### src/port_phy_pkg.sv
// Package with register map, field layout, reset values and rate codes for the port PHY register bank.
// Function
// - Egress rate word bits 14-8 hold a writable priority 3 limit, reset zero.
// - Egress rate word bits 6-0 hold a writable priority 2 limit, reset zero.
// - At 100 Mbps codes 1 to 100 mean 1 to 100 Mbps; zero means no limit.
// - At 10 Mbps codes 1 to 10 are Mbps; codes 101 to 115 step 64 kbps.
// - A read-only flag shows a detected short closer than ten meters.
// - A 2-bit read-only outcome: normal, open, short, or test failed.
// - Writing one to the start bit runs a cable test; it clears when done.
// - Fault distance is a 9-bit read-only count of about 0.4 meter each.
// - The force-link bit forces link pass; zero keeps normal link detection.
// - The remote loopback bit loops receive pair to transmit pair in the PHY.
// - The transmit-disable bit turns the port transmitter off.
// - Writing one to negotiation-restart restarts negotiation; the bit clears itself.
// - The power-down bit powers the PHY down and keeps all register settings.
// - The crossover-auto-disable bit turns automatic MDI/MDI-X selection off.
// - Force-crossover forces MDI-X only while automatic crossover is disabled.
// - Far-end loopback loops the other port's traffic at this port's PMD/PMA.
// - Negotiation is on after reset; when off, speed and duplex come from force bits.
// - With negotiation off, force-speed one means 100 Mbps, zero 10 Mbps; reset one.
// - Force-duplex picks full or half when negotiation is off or has failed.
// - Five advertisement bits, reset one, offer pause and the four speed modes.
package port_phy_pkg;
  localparam logic [11:0] ADDR_EGRESS = 12'h07A;
  localparam logic [11:0] ADDR_CABLE = 12'h07C;
  localparam logic [11:0] ADDR_CTRL4 = 12'h07E;

  localparam logic [15:0] EGRESS_RST = 16'h0000;
  localparam logic [15:0] CTRL4_RST = 16'h00FF;
  localparam logic CABLE_RSV10_RST = 1'b1;

  // Cable diagnostic word fields.
  localparam int CAB_SHORT = 15;
  localparam int CAB_OUT_HI = 14;
  localparam int CAB_OUT_LO = 13;
  localparam int CAB_START = 12;
  localparam int CAB_FLINK = 11;
  localparam int CAB_RSV10 = 10;
  localparam int CAB_RLOOP = 9;

  // Control word four fields.
  localparam int C4_TXDIS = 14;
  localparam int C4_ANRST = 13;
  localparam int C4_RSV12 = 12;
  localparam int C4_PWRDN = 11;
  localparam int C4_MDIXDIS = 10;
  localparam int C4_FMDIX = 9;
  localparam int C4_FARLOOP = 8;
  localparam int C4_ANEN = 7;
  localparam int C4_FSPD = 6;
  localparam int C4_FDUP = 5;
  localparam int C4_ADV_HI = 4;

  // Alias view selectors for the PHY-side register port.
  localparam logic [1:0] VIEW_BASIC = 2'h0;
  localparam logic [1:0] VIEW_ADV = 2'h1;
  localparam logic [1:0] VIEW_PHYCTRL = 2'h2;

  // Alias view bit positions.
  localparam int BAS_FARLOOP = 14;
  localparam int BAS_FSPD = 13;
  localparam int BAS_ANEN = 12;
  localparam int BAS_PWRDN = 11;
  localparam int BAS_ANRST = 9;
  localparam int BAS_FDUP = 8;
  localparam int BAS_FMDIX = 4;
  localparam int BAS_MDIXDIS = 3;
  localparam int BAS_RSV = 2;
  localparam int BAS_TXDIS = 1;
  localparam int ADV_PAUSE = 10;
  localparam int ADV_LO = 5;
  localparam int PCT_FLINK = 3;
  localparam int PCT_RLOOP = 1;

  // Rate limit codes and scaling in kbps.
  localparam logic [6:0] CODE_MAX_100 = 7'h64;
  localparam logic [6:0] CODE_MAX_10 = 7'h0A;
  localparam logic [6:0] CODE_SUB_LO = 7'h65;
  localparam logic [6:0] CODE_SUB_HI = 7'h73;
  localparam logic [16:0] KBPS_PER_MBPS = 17'h003E8;
  localparam logic [16:0] SUB_STEP_KBPS = 17'h00040;

  typedef enum logic [0:0] {CDT_IDLE, CDT_RUN} cdt_state_t;
endpackage : port_phy_pkg

### src/rate_code_decode.sv
// Decoder from a 7-bit rate limit code to a limit in kbps for the egress shaper.
`timescale 1ns/10ps
`default_nettype none
module rate_code_decode (
  input wire logic clk,
  input wire logic sys_rst,
  input wire logic [6:0] code,
  input wire logic speed_100,
  output logic [16:0] rate_kbps,
  output logic unlimited
);
  typedef struct packed {
    logic [16:0] rate;
    logic unl;
  } dec_t;

  dec_t q_ff;
  dec_t nxt_q;
  logic [6:0] max_code;
  logic [6:0] sub_idx;

  always_comb
  begin
    nxt_q = q_ff;
    max_code = speed_100 ? port_phy_pkg::CODE_MAX_100 : port_phy_pkg::CODE_MAX_10;
    sub_idx = code - port_phy_pkg::CODE_MAX_100;
    if (code == 7'h00)
    begin
      nxt_q.unl = 1'b1;
      nxt_q.rate = 17'h00000;
    end
    else if (code <= max_code)
    begin
      nxt_q.unl = 1'b0;
      nxt_q.rate = 17'(code) * port_phy_pkg::KBPS_PER_MBPS;
    end
    else if (code >= port_phy_pkg::CODE_SUB_LO && code <= port_phy_pkg::CODE_SUB_HI)
    begin
      nxt_q.unl = 1'b0;
      nxt_q.rate = 17'(sub_idx) * port_phy_pkg::SUB_STEP_KBPS;
    end
    else
    begin
      // Codes above the line rate or the table leave the port at full rate.
      nxt_q.unl = 1'b1;
      nxt_q.rate = 17'h00000;
    end
  end

  always_ff @(posedge clk)
  begin
    if (sys_rst)
      q_ff <= '{rate: 17'h00000, unl: 1'b1};
    else
      q_ff <= nxt_q;
  end

  assign rate_kbps = q_ff.rate;
  assign unlimited = q_ff.unl;

  AST_MBPS_CODE: assert property (@(posedge clk) disable iff (sys_rst)
    (speed_100 && code != 7'h00 && code <= 7'h64)
    |=> (rate_kbps == 17'($past(code)) * 17'd1000 && !unlimited))
    else $error("Mbps rate code decoded wrongly.");

  AST_SUB_CODE: assert property (@(posedge clk) disable iff (sys_rst)
    (code >= 7'h65 && code <= 7'h73)
    |=> (rate_kbps == 17'($past(code) - 7'h64) * 17'd64 && !unlimited))
    else $error("Sub-megabit rate code decoded wrongly.");
endmodule : rate_code_decode
`default_nettype wire

### src/port_phy_control_regs.sv
// Register bank for egress rate, cable diagnostics and PHY control of one switch port.
`timescale 1ns/10ps
`default_nettype none
module port_phy_control_regs (
  input wire logic clk,
  input wire logic sys_rst,
  input wire logic [11:0] reg_addr,
  input wire logic [1:0] reg_be,
  input wire logic reg_wr,
  input wire logic reg_rd,
  input wire logic [15:0] reg_wdata,
  output logic [15:0] reg_rdata,
  input wire logic view_wr,
  input wire logic [1:0] view_sel,
  input wire logic [15:0] view_wdata,
  output logic [15:0] basic_view,
  output logic [15:0] adv_view,
  output logic [15:0] phyctrl_view,
  output logic cdt_req,
  input wire logic cdt_done,
  input wire logic [1:0] cdt_outcome_in,
  input wire logic cdt_short_in,
  input wire logic [8:0] cdt_count_in,
  output logic force_link,
  output logic remote_loop,
  output logic tx_disable,
  output logic an_restart,
  output logic power_down,
  output logic mdix_auto_disable,
  output logic force_mdix,
  output logic far_end_loop,
  output logic an_enable,
  output logic [4:0] adv_caps,
  input wire logic an_good,
  input wire logic an_speed_100,
  input wire logic an_full_dup,
  output logic link_speed_100,
  output logic link_full_dup,
  output logic [16:0] prio3_rate_kbps,
  output logic prio3_unlimited,
  output logic [16:0] prio2_rate_kbps,
  output logic prio2_unlimited
);
  typedef struct packed {
    logic [15:0] egress;
    port_phy_pkg::cdt_state_t cdt;
    logic near_short;
    logic [1:0] outcome;
    logic [8:0] fault;
    logic flink;
    logic rsv10;
    logic rloop;
    logic [15:0] ctrl4;
    logic an_pulse;
    logic spd100;
    logic fdup;
    logic [15:0] rdata;
  } bank_t;

  bank_t q_ff;
  bank_t nxt_q;
  logic [15:0] cable_word;
  logic [15:0] merged;

  // Cable diagnostic word as software sees it.
  always_comb
  begin
    cable_word = 16'h0000;
    cable_word[port_phy_pkg::CAB_SHORT] = q_ff.near_short;
    cable_word[port_phy_pkg::CAB_OUT_HI:port_phy_pkg::CAB_OUT_LO] = q_ff.outcome;
    cable_word[port_phy_pkg::CAB_START] = (q_ff.cdt == port_phy_pkg::CDT_RUN);
    cable_word[port_phy_pkg::CAB_FLINK] = q_ff.flink;
    cable_word[port_phy_pkg::CAB_RSV10] = q_ff.rsv10;
    cable_word[port_phy_pkg::CAB_RLOOP] = q_ff.rloop;
    cable_word[8:0] = q_ff.fault;
  end

  // Basic and advertisement alias views are built from the same flops as control word four; the PHY-control view from the cable word's.
  always_comb
  begin
    basic_view = 16'h0000;
    basic_view[port_phy_pkg::BAS_FARLOOP] = q_ff.ctrl4[port_phy_pkg::C4_FARLOOP];
    basic_view[port_phy_pkg::BAS_FSPD] = q_ff.ctrl4[port_phy_pkg::C4_FSPD];
    basic_view[port_phy_pkg::BAS_ANEN] = q_ff.ctrl4[port_phy_pkg::C4_ANEN];
    basic_view[port_phy_pkg::BAS_PWRDN] = q_ff.ctrl4[port_phy_pkg::C4_PWRDN];
    basic_view[port_phy_pkg::BAS_ANRST] = q_ff.ctrl4[port_phy_pkg::C4_ANRST];
    basic_view[port_phy_pkg::BAS_FDUP] = q_ff.ctrl4[port_phy_pkg::C4_FDUP];
    basic_view[port_phy_pkg::BAS_FMDIX] = q_ff.ctrl4[port_phy_pkg::C4_FMDIX];
    basic_view[port_phy_pkg::BAS_MDIXDIS] = q_ff.ctrl4[port_phy_pkg::C4_MDIXDIS];
    basic_view[port_phy_pkg::BAS_RSV] = q_ff.ctrl4[port_phy_pkg::C4_RSV12];
    basic_view[port_phy_pkg::BAS_TXDIS] = q_ff.ctrl4[port_phy_pkg::C4_TXDIS];
    adv_view = 16'h0000;
    adv_view[port_phy_pkg::ADV_PAUSE] = q_ff.ctrl4[port_phy_pkg::C4_ADV_HI];
    adv_view[port_phy_pkg::ADV_LO + 3:port_phy_pkg::ADV_LO] = q_ff.ctrl4[3:0];
    phyctrl_view = 16'h0000;
    phyctrl_view[port_phy_pkg::PCT_FLINK] = q_ff.flink;
    phyctrl_view[port_phy_pkg::PCT_RLOOP] = q_ff.rloop;
  end

  always_comb
  begin
    nxt_q = q_ff;
    nxt_q.an_pulse = 1'b0;
    merged = 16'h0000;

    // Writes through the alias views land in the shared storage.
    if (view_wr)
    begin
      unique case (view_sel)
        port_phy_pkg::VIEW_BASIC:
        begin
          nxt_q.ctrl4[port_phy_pkg::C4_FARLOOP] = view_wdata[port_phy_pkg::BAS_FARLOOP];
          nxt_q.ctrl4[port_phy_pkg::C4_FSPD] = view_wdata[port_phy_pkg::BAS_FSPD];
          nxt_q.ctrl4[port_phy_pkg::C4_ANEN] = view_wdata[port_phy_pkg::BAS_ANEN];
          nxt_q.ctrl4[port_phy_pkg::C4_PWRDN] = view_wdata[port_phy_pkg::BAS_PWRDN];
          nxt_q.ctrl4[port_phy_pkg::C4_FDUP] = view_wdata[port_phy_pkg::BAS_FDUP];
          nxt_q.ctrl4[port_phy_pkg::C4_FMDIX] = view_wdata[port_phy_pkg::BAS_FMDIX];
          nxt_q.ctrl4[port_phy_pkg::C4_MDIXDIS] = view_wdata[port_phy_pkg::BAS_MDIXDIS];
          nxt_q.ctrl4[port_phy_pkg::C4_RSV12] = view_wdata[port_phy_pkg::BAS_RSV];
          nxt_q.ctrl4[port_phy_pkg::C4_TXDIS] = view_wdata[port_phy_pkg::BAS_TXDIS];
          nxt_q.an_pulse = view_wdata[port_phy_pkg::BAS_ANRST];
        end
        port_phy_pkg::VIEW_ADV:
        begin
          nxt_q.ctrl4[port_phy_pkg::C4_ADV_HI] = view_wdata[port_phy_pkg::ADV_PAUSE];
          nxt_q.ctrl4[3:0] = view_wdata[port_phy_pkg::ADV_LO + 3:port_phy_pkg::ADV_LO];
        end
        port_phy_pkg::VIEW_PHYCTRL:
        begin
          nxt_q.flink = view_wdata[port_phy_pkg::PCT_FLINK];
          nxt_q.rloop = view_wdata[port_phy_pkg::PCT_RLOOP];
        end
        default:
        begin
        end
      endcase
    end

    // A finished test latches the PHY's results and frees the start bit.
    if (q_ff.cdt == port_phy_pkg::CDT_RUN && cdt_done)
    begin
      nxt_q.cdt = port_phy_pkg::CDT_IDLE;
      nxt_q.outcome = cdt_outcome_in;
      nxt_q.near_short = cdt_short_in;
      nxt_q.fault = cdt_count_in;
    end

    // The host port is applied last so it wins over a same-cycle view write.
    if (reg_wr)
    begin
      unique case (reg_addr)
        port_phy_pkg::ADDR_EGRESS:
        begin
          merged = q_ff.egress;
          if (reg_be[1])
            merged[15:8] = reg_wdata[15:8];
          if (reg_be[0])
            merged[7:0] = reg_wdata[7:0];
          nxt_q.egress = merged;
        end
        port_phy_pkg::ADDR_CABLE:
        begin
          merged = cable_word;
          if (reg_be[1])
            merged[15:8] = reg_wdata[15:8];
          nxt_q.flink = merged[port_phy_pkg::CAB_FLINK];
          nxt_q.rsv10 = merged[port_phy_pkg::CAB_RSV10];
          nxt_q.rloop = merged[port_phy_pkg::CAB_RLOOP];
          // A start request during a running test is ignored.
          if (reg_be[1] && reg_wdata[port_phy_pkg::CAB_START]
              && q_ff.cdt == port_phy_pkg::CDT_IDLE)
            nxt_q.cdt = port_phy_pkg::CDT_RUN;
        end
        port_phy_pkg::ADDR_CTRL4:
        begin
          merged = nxt_q.ctrl4;
          if (reg_be[1])
            merged[15:8] = reg_wdata[15:8];
          if (reg_be[0])
            merged[7:0] = reg_wdata[7:0];
          nxt_q.ctrl4 = merged;
          nxt_q.an_pulse = reg_be[1] & reg_wdata[port_phy_pkg::C4_ANRST];
        end
        default:
        begin
        end
      endcase
    end
    nxt_q.ctrl4[port_phy_pkg::C4_ANRST] = nxt_q.an_pulse;

    // Resolved link mode: forced values apply when negotiation is off or failed.
    if (q_ff.ctrl4[port_phy_pkg::C4_ANEN] && an_good)
    begin
      nxt_q.spd100 = an_speed_100;
      nxt_q.fdup = an_full_dup;
    end
    else
    begin
      nxt_q.spd100 = q_ff.ctrl4[port_phy_pkg::C4_FSPD];
      nxt_q.fdup = q_ff.ctrl4[port_phy_pkg::C4_FDUP];
    end

    if (reg_rd)
    begin
      unique case (reg_addr)
        port_phy_pkg::ADDR_EGRESS: nxt_q.rdata = q_ff.egress;
        port_phy_pkg::ADDR_CABLE: nxt_q.rdata = cable_word;
        port_phy_pkg::ADDR_CTRL4: nxt_q.rdata = q_ff.ctrl4;
        default: nxt_q.rdata = 16'h0000;
      endcase
    end
  end

  always_ff @(posedge clk)
  begin
    if (sys_rst)
    begin
      q_ff <= '0;
      q_ff.egress <= port_phy_pkg::EGRESS_RST;
      q_ff.cdt <= port_phy_pkg::CDT_IDLE;
      q_ff.rsv10 <= port_phy_pkg::CABLE_RSV10_RST;
      q_ff.ctrl4 <= port_phy_pkg::CTRL4_RST;
      q_ff.spd100 <= 1'b1;
      q_ff.fdup <= 1'b1;
    end
    else
      q_ff <= nxt_q;
  end

  assign reg_rdata = q_ff.rdata;
  assign cdt_req = (q_ff.cdt == port_phy_pkg::CDT_RUN);
  assign force_link = q_ff.flink;
  assign remote_loop = q_ff.rloop;
  assign tx_disable = q_ff.ctrl4[port_phy_pkg::C4_TXDIS];
  assign an_restart = q_ff.an_pulse;
  assign power_down = q_ff.ctrl4[port_phy_pkg::C4_PWRDN];
  assign mdix_auto_disable = q_ff.ctrl4[port_phy_pkg::C4_MDIXDIS];
  assign force_mdix = q_ff.ctrl4[port_phy_pkg::C4_MDIXDIS]
                      & q_ff.ctrl4[port_phy_pkg::C4_FMDIX];
  assign far_end_loop = q_ff.ctrl4[port_phy_pkg::C4_FARLOOP];
  assign an_enable = q_ff.ctrl4[port_phy_pkg::C4_ANEN];
  assign adv_caps = q_ff.ctrl4[port_phy_pkg::C4_ADV_HI:0];
  assign link_speed_100 = q_ff.spd100;
  assign link_full_dup = q_ff.fdup;

  rate_code_decode prio3_dec (
    .clk(clk),
    .sys_rst(sys_rst),
    .code(q_ff.egress[14:8]),
    .speed_100(q_ff.spd100),
    .rate_kbps(prio3_rate_kbps),
    .unlimited(prio3_unlimited)
  );

  rate_code_decode prio2_dec (
    .clk(clk),
    .sys_rst(sys_rst),
    .code(q_ff.egress[6:0]),
    .speed_100(q_ff.spd100),
    .rate_kbps(prio2_rate_kbps),
    .unlimited(prio2_unlimited)
  );

  AST_EGR_WRITE: assert property (@(posedge clk) disable iff (sys_rst)
    (reg_wr && reg_addr == 12'h07A && reg_be == 2'h3)
    ##1 !reg_wr ##1 (reg_rd && reg_addr == 12'h07A && !reg_wr)
    |=> (reg_rdata == $past(reg_wdata, 3)))
    else $error("Egress rate word did not read back as written.");

  AST_CDT_START: assert property (@(posedge clk) disable iff (sys_rst)
    (reg_wr && reg_addr == 12'h07C && reg_be[1] && reg_wdata[12] && !cdt_req)
    |=> cdt_req)
    else $error("Cable test did not start on write of one.");

  AST_CDT_CLEAR: assert property (@(posedge clk) disable iff (sys_rst)
    (cdt_req && cdt_done) |=> !cdt_req)
    else $error("Cable test start bit did not clear after done.");

  AST_CABLE_TEST_OUTCOME: assert property (@(posedge clk) disable iff (sys_rst)
    (cdt_req && cdt_done && !reg_wr) ##1 !reg_wr
    ##1 (reg_rd && reg_addr == 12'h07C && !reg_wr)
    |=> (reg_rdata[14:13] == $past(cdt_outcome_in, 3)
         && reg_rdata[15] == $past(cdt_short_in, 3)
         && reg_rdata[8:0] == $past(cdt_count_in, 3) && !reg_rdata[12]))
    else $error("Cable test results not reported.");

  AST_AN_PULSE: assert property (@(posedge clk) disable iff (sys_rst)
    (reg_wr && reg_addr == 12'h07E && reg_be[1] && reg_wdata[13])
    |=> an_restart ##1 (!an_restart || $past(reg_wr) || $past(view_wr)))
    else $error("Negotiation restart is not a self-clearing pulse.");

  AST_MDIX: assert property (@(posedge clk) disable iff (sys_rst)
    (reg_wr && reg_addr == 12'h07E && reg_be[1])
    |=> (force_mdix == ($past(reg_wdata[10]) & $past(reg_wdata[9]))))
    else $error("Forced crossover does not follow its enable.");

  AST_FORCED_SPEED: assert property (@(posedge clk) disable iff (sys_rst)
    !an_enable |=> (link_speed_100 == $past(q_ff.ctrl4[6])
                    && link_full_dup == $past(q_ff.ctrl4[5])))
    else $error("Forced speed or duplex not applied.");

  AST_ALIAS_TXDIS: assert property (@(posedge clk) disable iff (sys_rst)
    (view_wr && view_sel == 2'h0 && !reg_wr)
    |=> (tx_disable == $past(view_wdata[1]) && power_down == $past(view_wdata[11])))
    else $error("Alias view write did not reach shared storage.");

  AST_RESET_VALUES: assert property (@(posedge clk)
    $fell(sys_rst) |-> (adv_caps == 5'h1F && an_enable && !an_restart && !cdt_req))
    else $error("Control word reset values wrong.");
endmodule : port_phy_control_regs
`default_nettype wire

### config.mk
export PLATFORM = sky130hd
export DESIGN_NAME = port_phy_control_regs
export DESIGN_NICKNAME = d
export VERILOG_FILES = /design/src/port_phy_pkg.sv /design/src/rate_code_decode.sv /design/src/port_phy_control_regs.sv
export SDC_FILE = /design/constraint.sdc
export NUM_CORES = 1
export LEC_CHECK = 0
export BUFFER_PORTS_ARGS = -buffer_cell sky130_fd_sc_hd__buf_4
export CORE_MARGIN = 2
export CORE_UTILIZATION = 30
export CTS_CLUSTER_SIZE = 28
export DETAILED_ROUTE_END_ITERATION = 7
export PLACE_DENSITY = 0.54
export SLEW_MARGIN = 20
export SYNTH_ARGS = -nofsm -noshare
export SYNTH_HDL_FRONTEND = slang
export SYNTH_SLANG_ARGS = --single-unit
### constraint.sdc
create_clock -name clk -period 4.86 [get_ports clk]
set_input_delay 0.729 -clock clk [delete_from_list [all_inputs] [get_ports clk]]
set_output_delay 0.729 -clock clk [all_outputs]
set_load 0.05 [all_outputs]
; ---- Yosys cells after proc, flatten, opt, wreduce, memory -nomap -nowiden
; Cells that the tools add are included.
[word_totals]
out_inout_bits = 117
register_bits = 103
word_cells = 84
[op_classes]
n_reduce_logical = 17
n_bitwise = 3
n_eq_ne = 6
add_sub_neg = 2
muxes = 27
n_lt_le_gt_ge = 6
multipliers = 2
[ops]
columns = cell, n
row1 = one-hot mux 16 bit (3 select lines), 1
row2 = two-way mux 14 bit, 3
row3 = equality test 12 x 7 -> 1 bit (second input constant), 3
row4 = two-way mux 18 bit, 2
row5 = multiplier 7 x 7 -> 14 bit (second input constant), 2
row6 = two-way mux 8 bit, 3
row7 = two-way mux 20 bit, 1
row8 = two-way mux 17 bit, 1
row9 = greater-or-equal comparator 7 bit (second input constant), 2
row10 = <= comparator 7 bit, 2
row11 = <= comparator 7 bit (second input constant), 2
row12 = logical NOT 7 bit, 2
row13 = subtractor 7 bit (second input constant), 2
row14 = two-way mux 13 bit, 1
row15 = AND reduction 3 bit, 4
row16 = two-way mux 1 bit, 10
row17 = two-way mux 7 bit, 1
row18 = logical AND 1 bit, 6
row19 = OR reduction 3 bit, 2
row20 = two-way mux 5 bit, 1
row21 = two-way mux 4 bit, 1
row22 = OR reduction 2 bit, 2
row23 = two-way mux 3 bit, 1
row24 = != test 3 bit (second input constant), 1
row25 = other kinds (6), 7

; ---- Depth between registers and ports, before layout
[depth]
depth_word = 6
ltp_mapped = 14
mapped_depth_nobuf = 14

; ---- By module
; Synthesis repeated with hierarchy kept, for this count alone.
[hier_totals]
hier_cells = 796
area_unflattened_um2 = 7556.0
[modules_own_cells]
columns = mod, instances, cells_each, area_each_um2, seq_area_each_um2
row1 = port_phy_control_regs, 1, 368, 3379.5, 1321.3
row2 = rate_code_decode at prio2_dec, 1, 214, 2089.5, 300.3
row3 = rate_code_decode at prio3_dec, 1, 214, 2087.0, 300.3

; ---- Least setup slack after synthesis
; No wires, ideal clock.
[synth_path]
path_kind = register to register
start = register q_ff[61] (netlist bit)
end = register prio3_dec.q_ff, in the netlist prio3_dec.rate_kbps[14]
required_ns = 4.739
stages_incl_launch_ff = 13
setup_ns = 0.121
period_less_slack_ns = 3.941
setup_slack_ns = 0.919
arrival_time_ns = 3.820
cell_sequence = dfxtp_1 > inv_1 > fa_1 > inv_1 > fa_1 > fa_1 > ha_1 > ha_1 > and3_1 > a22o_1 > o41ai_1 > xor2_1 > nor2_1
[synth_between]
elab_chain_cells = 2
word_cells_on_any_way = 5
cone_classes = 1 x mul / 1 x order compare / 1 x mux / 2 x reduce/logical
[synth_lines]
columns = item, line_no
row1 = "start, declared", port_phy_control_regs.sv:60  ; bank_t q_ff;
row2 = "start signal, assigned", port_phy_control_regs.sv:227  ; q_ff <= nxt_q;
row3 = "multiplier 7 x 7 -> 14 bit, or another cell as far along", rate_code_decode.sv:35  ; nxt_q.rate = 17'(code) * port_phy_pkg::KBPS_PER_MBPS;
row4 = two-way mux 18 bit / OR reduction 2 bit (equally long branches), n/a
row5 = "end signal, assigned", rate_code_decode.sv:53  ; q_ff <= '{rate: 17'h00000, unl: 1'b1};
row6 = "end signal, assigned", rate_code_decode.sv:55  ; q_ff <= nxt_q;
row7 = "end, declared", rate_code_decode.sv:17  ; dec_t q_ff;
; Several ways; a longest one is shown, not always the timed one.
; A chain may end at the register's enable or synchronous reset.

; ---- Final worst setup path
[layout_path]
start = register q_ff[53] (netlist bit)
end = register prio2_dec.q_ff, in the netlist prio2_dec.rate_kbps[13]
[layout_between]
elab_chain_cells = 2
word_cells_on_any_way = 5
cone_classes = 1 x mul / 1 x order compare / 1 x mux / 2 x reduce/logical
[layout_lines]
columns = item, line_no
row1 = "multiplier 7 x 7 -> 14 bit, or another cell as far along", rate_code_decode.sv:35
row2 = two-way mux 18 bit / OR reduction 2 bit (equally long branches), n/a
row3 = "end signal, assigned", rate_code_decode.sv:53
row4 = "end signal, assigned", rate_code_decode.sv:55
row5 = "end, declared", rate_code_decode.sv:17
; Several ways; a longest one is shown, not always the timed one.

==> impl_metrics.tcl <==
set metrics [dict create \
    slew_violations 0 \
    cts_resized 0 \
    synth_fa_ha_area_share_pct 26.4 \
    end_kind "flip-flop" \
    power_switching_share_pct 30.1 \
    cts_num_sinks 96 \
    dp_hpwl_um 15500 \
    synth_top_family_by_area "adder cells" \
    yosys.area.top_type "dfxtp_1" \
    status "complete, no violations" \
    synth_ff_type "dfxtp_1" \
    rsz0062_at_grt "no" \
    dp_cells 1248 \
    maxCapViolations 0 \
    area_delta_synth_final_pct 18.5 \
    antenna_found_initial 0 \
    gp_congestion 0.785 \
    cts_root_buffer "clkbuf_16" \
    setup_viol 0 \
    cts_hold_buf 0 \
    cp_max_fo 9 \
    required_ps 5140 \
    combPwrFrac_pct 12.5 \
    finalHoldViolations 0 \
    yosysMostFrequentCell "ha_1" \
    fin_hold_ws_ps 457 \
    first_pass_iters 6 \
    grt-ovfl-total 0 \
    htree_levels 3 \
    synth_commonest_cells "102 x ha_1, 96 x dfxtp_1, 79 x inv_1" \
    cts_buffers 9 \
    synth_compound_area_share_pct 12.4 \
    seqPwrFrac_pct 45.7 \
    drt-wirelength-per-cell_um 15.3 \
    synthCells 816 \
    drtIter0Drc 230 \
    clk_pin_slew_ps 70 \
    power_switching_uw 525 \
    antenna_cells 0 \
    power.density_nw_per_um2 195 \
    total_leakage_power_uw 0.00437 \
    arrival_ps 4400 \
    core.rowCount 58 \
    die_area_sq_um 26500 \
    yosys-mux-area-fraction_pct 7.72 \
    fin_crit_ps 4120 \
    cp-start-kind "flip-flop" \
    ys_types 58 \
    drive_above_1_share_pct 21.0 \
    cts_tree "built" \
    synth_enable_flop_cells 0 \
    fin_cells 1263 \
    worstMarginPinSlew_ps 972 \
    layout.nets 1136 \
    relSlewSlack_pct 34.9 \
    path_class "flip-flop to flip-flop" \
    vias 5821 \
    netlist_area_sq_um 7550 \
    cts_buffer_depth 2 \
    p_clk_share_pct 41.8 \
    grt_max_degree 59 \
    grt_pass1_vias 5730 \
    initial_core_util_pct 30.2 \
    intPower_uw 1220 \
    remaining_drc_errors 0 \
    vias_per_cell 4.61 \
    synthArstFlopShare_pct 0 \
    ys_warn_count 0 \
    synth_seq_area_share_pct 25.5 \
    grt_pass1_wl_um 31100 \
    synth.area.top_cells "dfxtp_1 25%, ha_1 17%, fa_1 9.5%" \
    max-vdd-ir-drop_v 0.000108 \
    track_usage_pct 15.0 \
    period_share_pct 84.8 \
    die_w_um 163 \
    clock_skew_ps 9.67 \
    synth_top_area_share_pct 25.5 \
    synthXorXnorAreaFrac_pct 2.32 \
    coreArea_sq_um 25000 \
    synthSimpleGateAreaFrac_pct 12.9 \
    worstSkewPairLatency_ps 360 \
    drtAntennaViolNets 0 \
    numPortBuffers 146 \
    die_y_um 163 \
    cts_setup_buffers 0 \
    setup_tns_ps 0 \
    routed_wl_um 19300 \
    syn_avg_cell_area_sq_um 9.25 \
    max_clock_freq_mhz 243 \
    min_path_type "flip-flop to flip-flop" \
    synth_seq_cells 96 \
    ios 186 \
]
-- sequential cells by signal (all words and copies together) (netlist names), 5 cells and up --
| register | count |
|---|---|
| basic_view | 9 |
| q_ff | 17 |
| adv_caps | 5 |
| reg_rdata | 16 |
| cable_word | 13 |
| prio3_dec.rate_kbps | 14 |
| prio2_dec.rate_kbps | 14 |
-- final timing paths --
check	from	end	slack (ps)	cells after the start
worst min register to register	cable_word[6]	cable_word[6]	460	2
worst max register to register	q_ff[53]	prio2_dec.rate_kbps[13]	740	11
worst max-delay path	q_ff[53]	prio2_dec.rate_kbps[13]	740	11
worst min-delay path	cable_word[6]	cable_word[6]	460	2
-- through the flow --
step                utilization (%)  power (uW)  setup slack, ps  cell area (sq um)
floorplan                         -         988              919               7690
global placement               34.7        1040              753               8660
detailed placement             34.7        1040              737               8660
CTS                            35.9        1780              717               8950
global route                   35.9        1830              486               8950
finish                         35.9        1750              738               8950
-- kinds of logic after synthesis --
kind of cell	after synthesis
other	1
multiplexers	57
XOR/XNOR	20
AO/OA/AOI/OAI	139
buffers and inverters	176
adder cells (fa/ha/maj)	138
AND/OR/NAND/NOR	189
flip-flops	96
-- power groups by stage --
| stage | Combinational, uW | Clock (uW) | Sequential, uW |
|---|---|---|---|
| 3_5_place_dp | 219 | 0 | 818 |
| 4_1_cts | 219 | 759 | 799 |
| 5_1_grt | 230 | 800 | 800 |
| 2_1_floorplan | 162 | 0 | 826 |
| 6_report | 218 | 730 | 799 |
| 3_3_place_gp | 217 | 0 | 818 |
-- critical path, cell delays in order (launching register included) --
cell and delay, ps:
dfxtp_1 560, inv_1 250, fa_1 530, fa_1 550
inv_1 50, fa_1 450, ha_1 310, ha_1 390
and4_1 260, a211oi_1 80, or4_1 470, a21oi_1 140
-- layer usage --
layer	global-route usage, %	wire length [um]	up-vias
met5	0	0	-
met2	22.9	8430	171
met1	21.9	9520	2705
met3	2.22	1090	15
met4	4.30	271	0
li1	-	-	2930
-- cell type report --
class                   count  area (sq um)
clock buffers               9           225
flip-flops and latches     96          1920
inverters                  79           297
fillers                  2639         16000
multi-input cells         580          4810
repair buffers            163          1220
well taps                 330           413
clock inverters             6          60.1
-- layout by cell type, fill, tap and decap left out, types with 8 or more instances in the layout --
| cell type | instances |
|---|---|
| a211oi_1 | 11 |
| a21oi_1 | 48 |
| a221o_1 | 14 |
| mux2i_1 | 47 |
| mux2_2 | 10 |
| dfxtp_1 | 96 |
| nor2_1 | 56 |
| buf_4 | 163 |
| o21ai_0 | 16 |
| xor2_1 | 8 |
| inv_1 | 79 |
| nand2b_1 | 13 |
| xnor2_1 | 12 |
| fa_1 | 36 |
| conb_1 | 37 |
| clkbuf_16 | 9 |
| nand2_1 | 48 |
| nand3_1 | 20 |
| a21o_1 | 15 |
| ha_1 | 102 |
No activity file was read; power rests on OpenSTA's default activity.
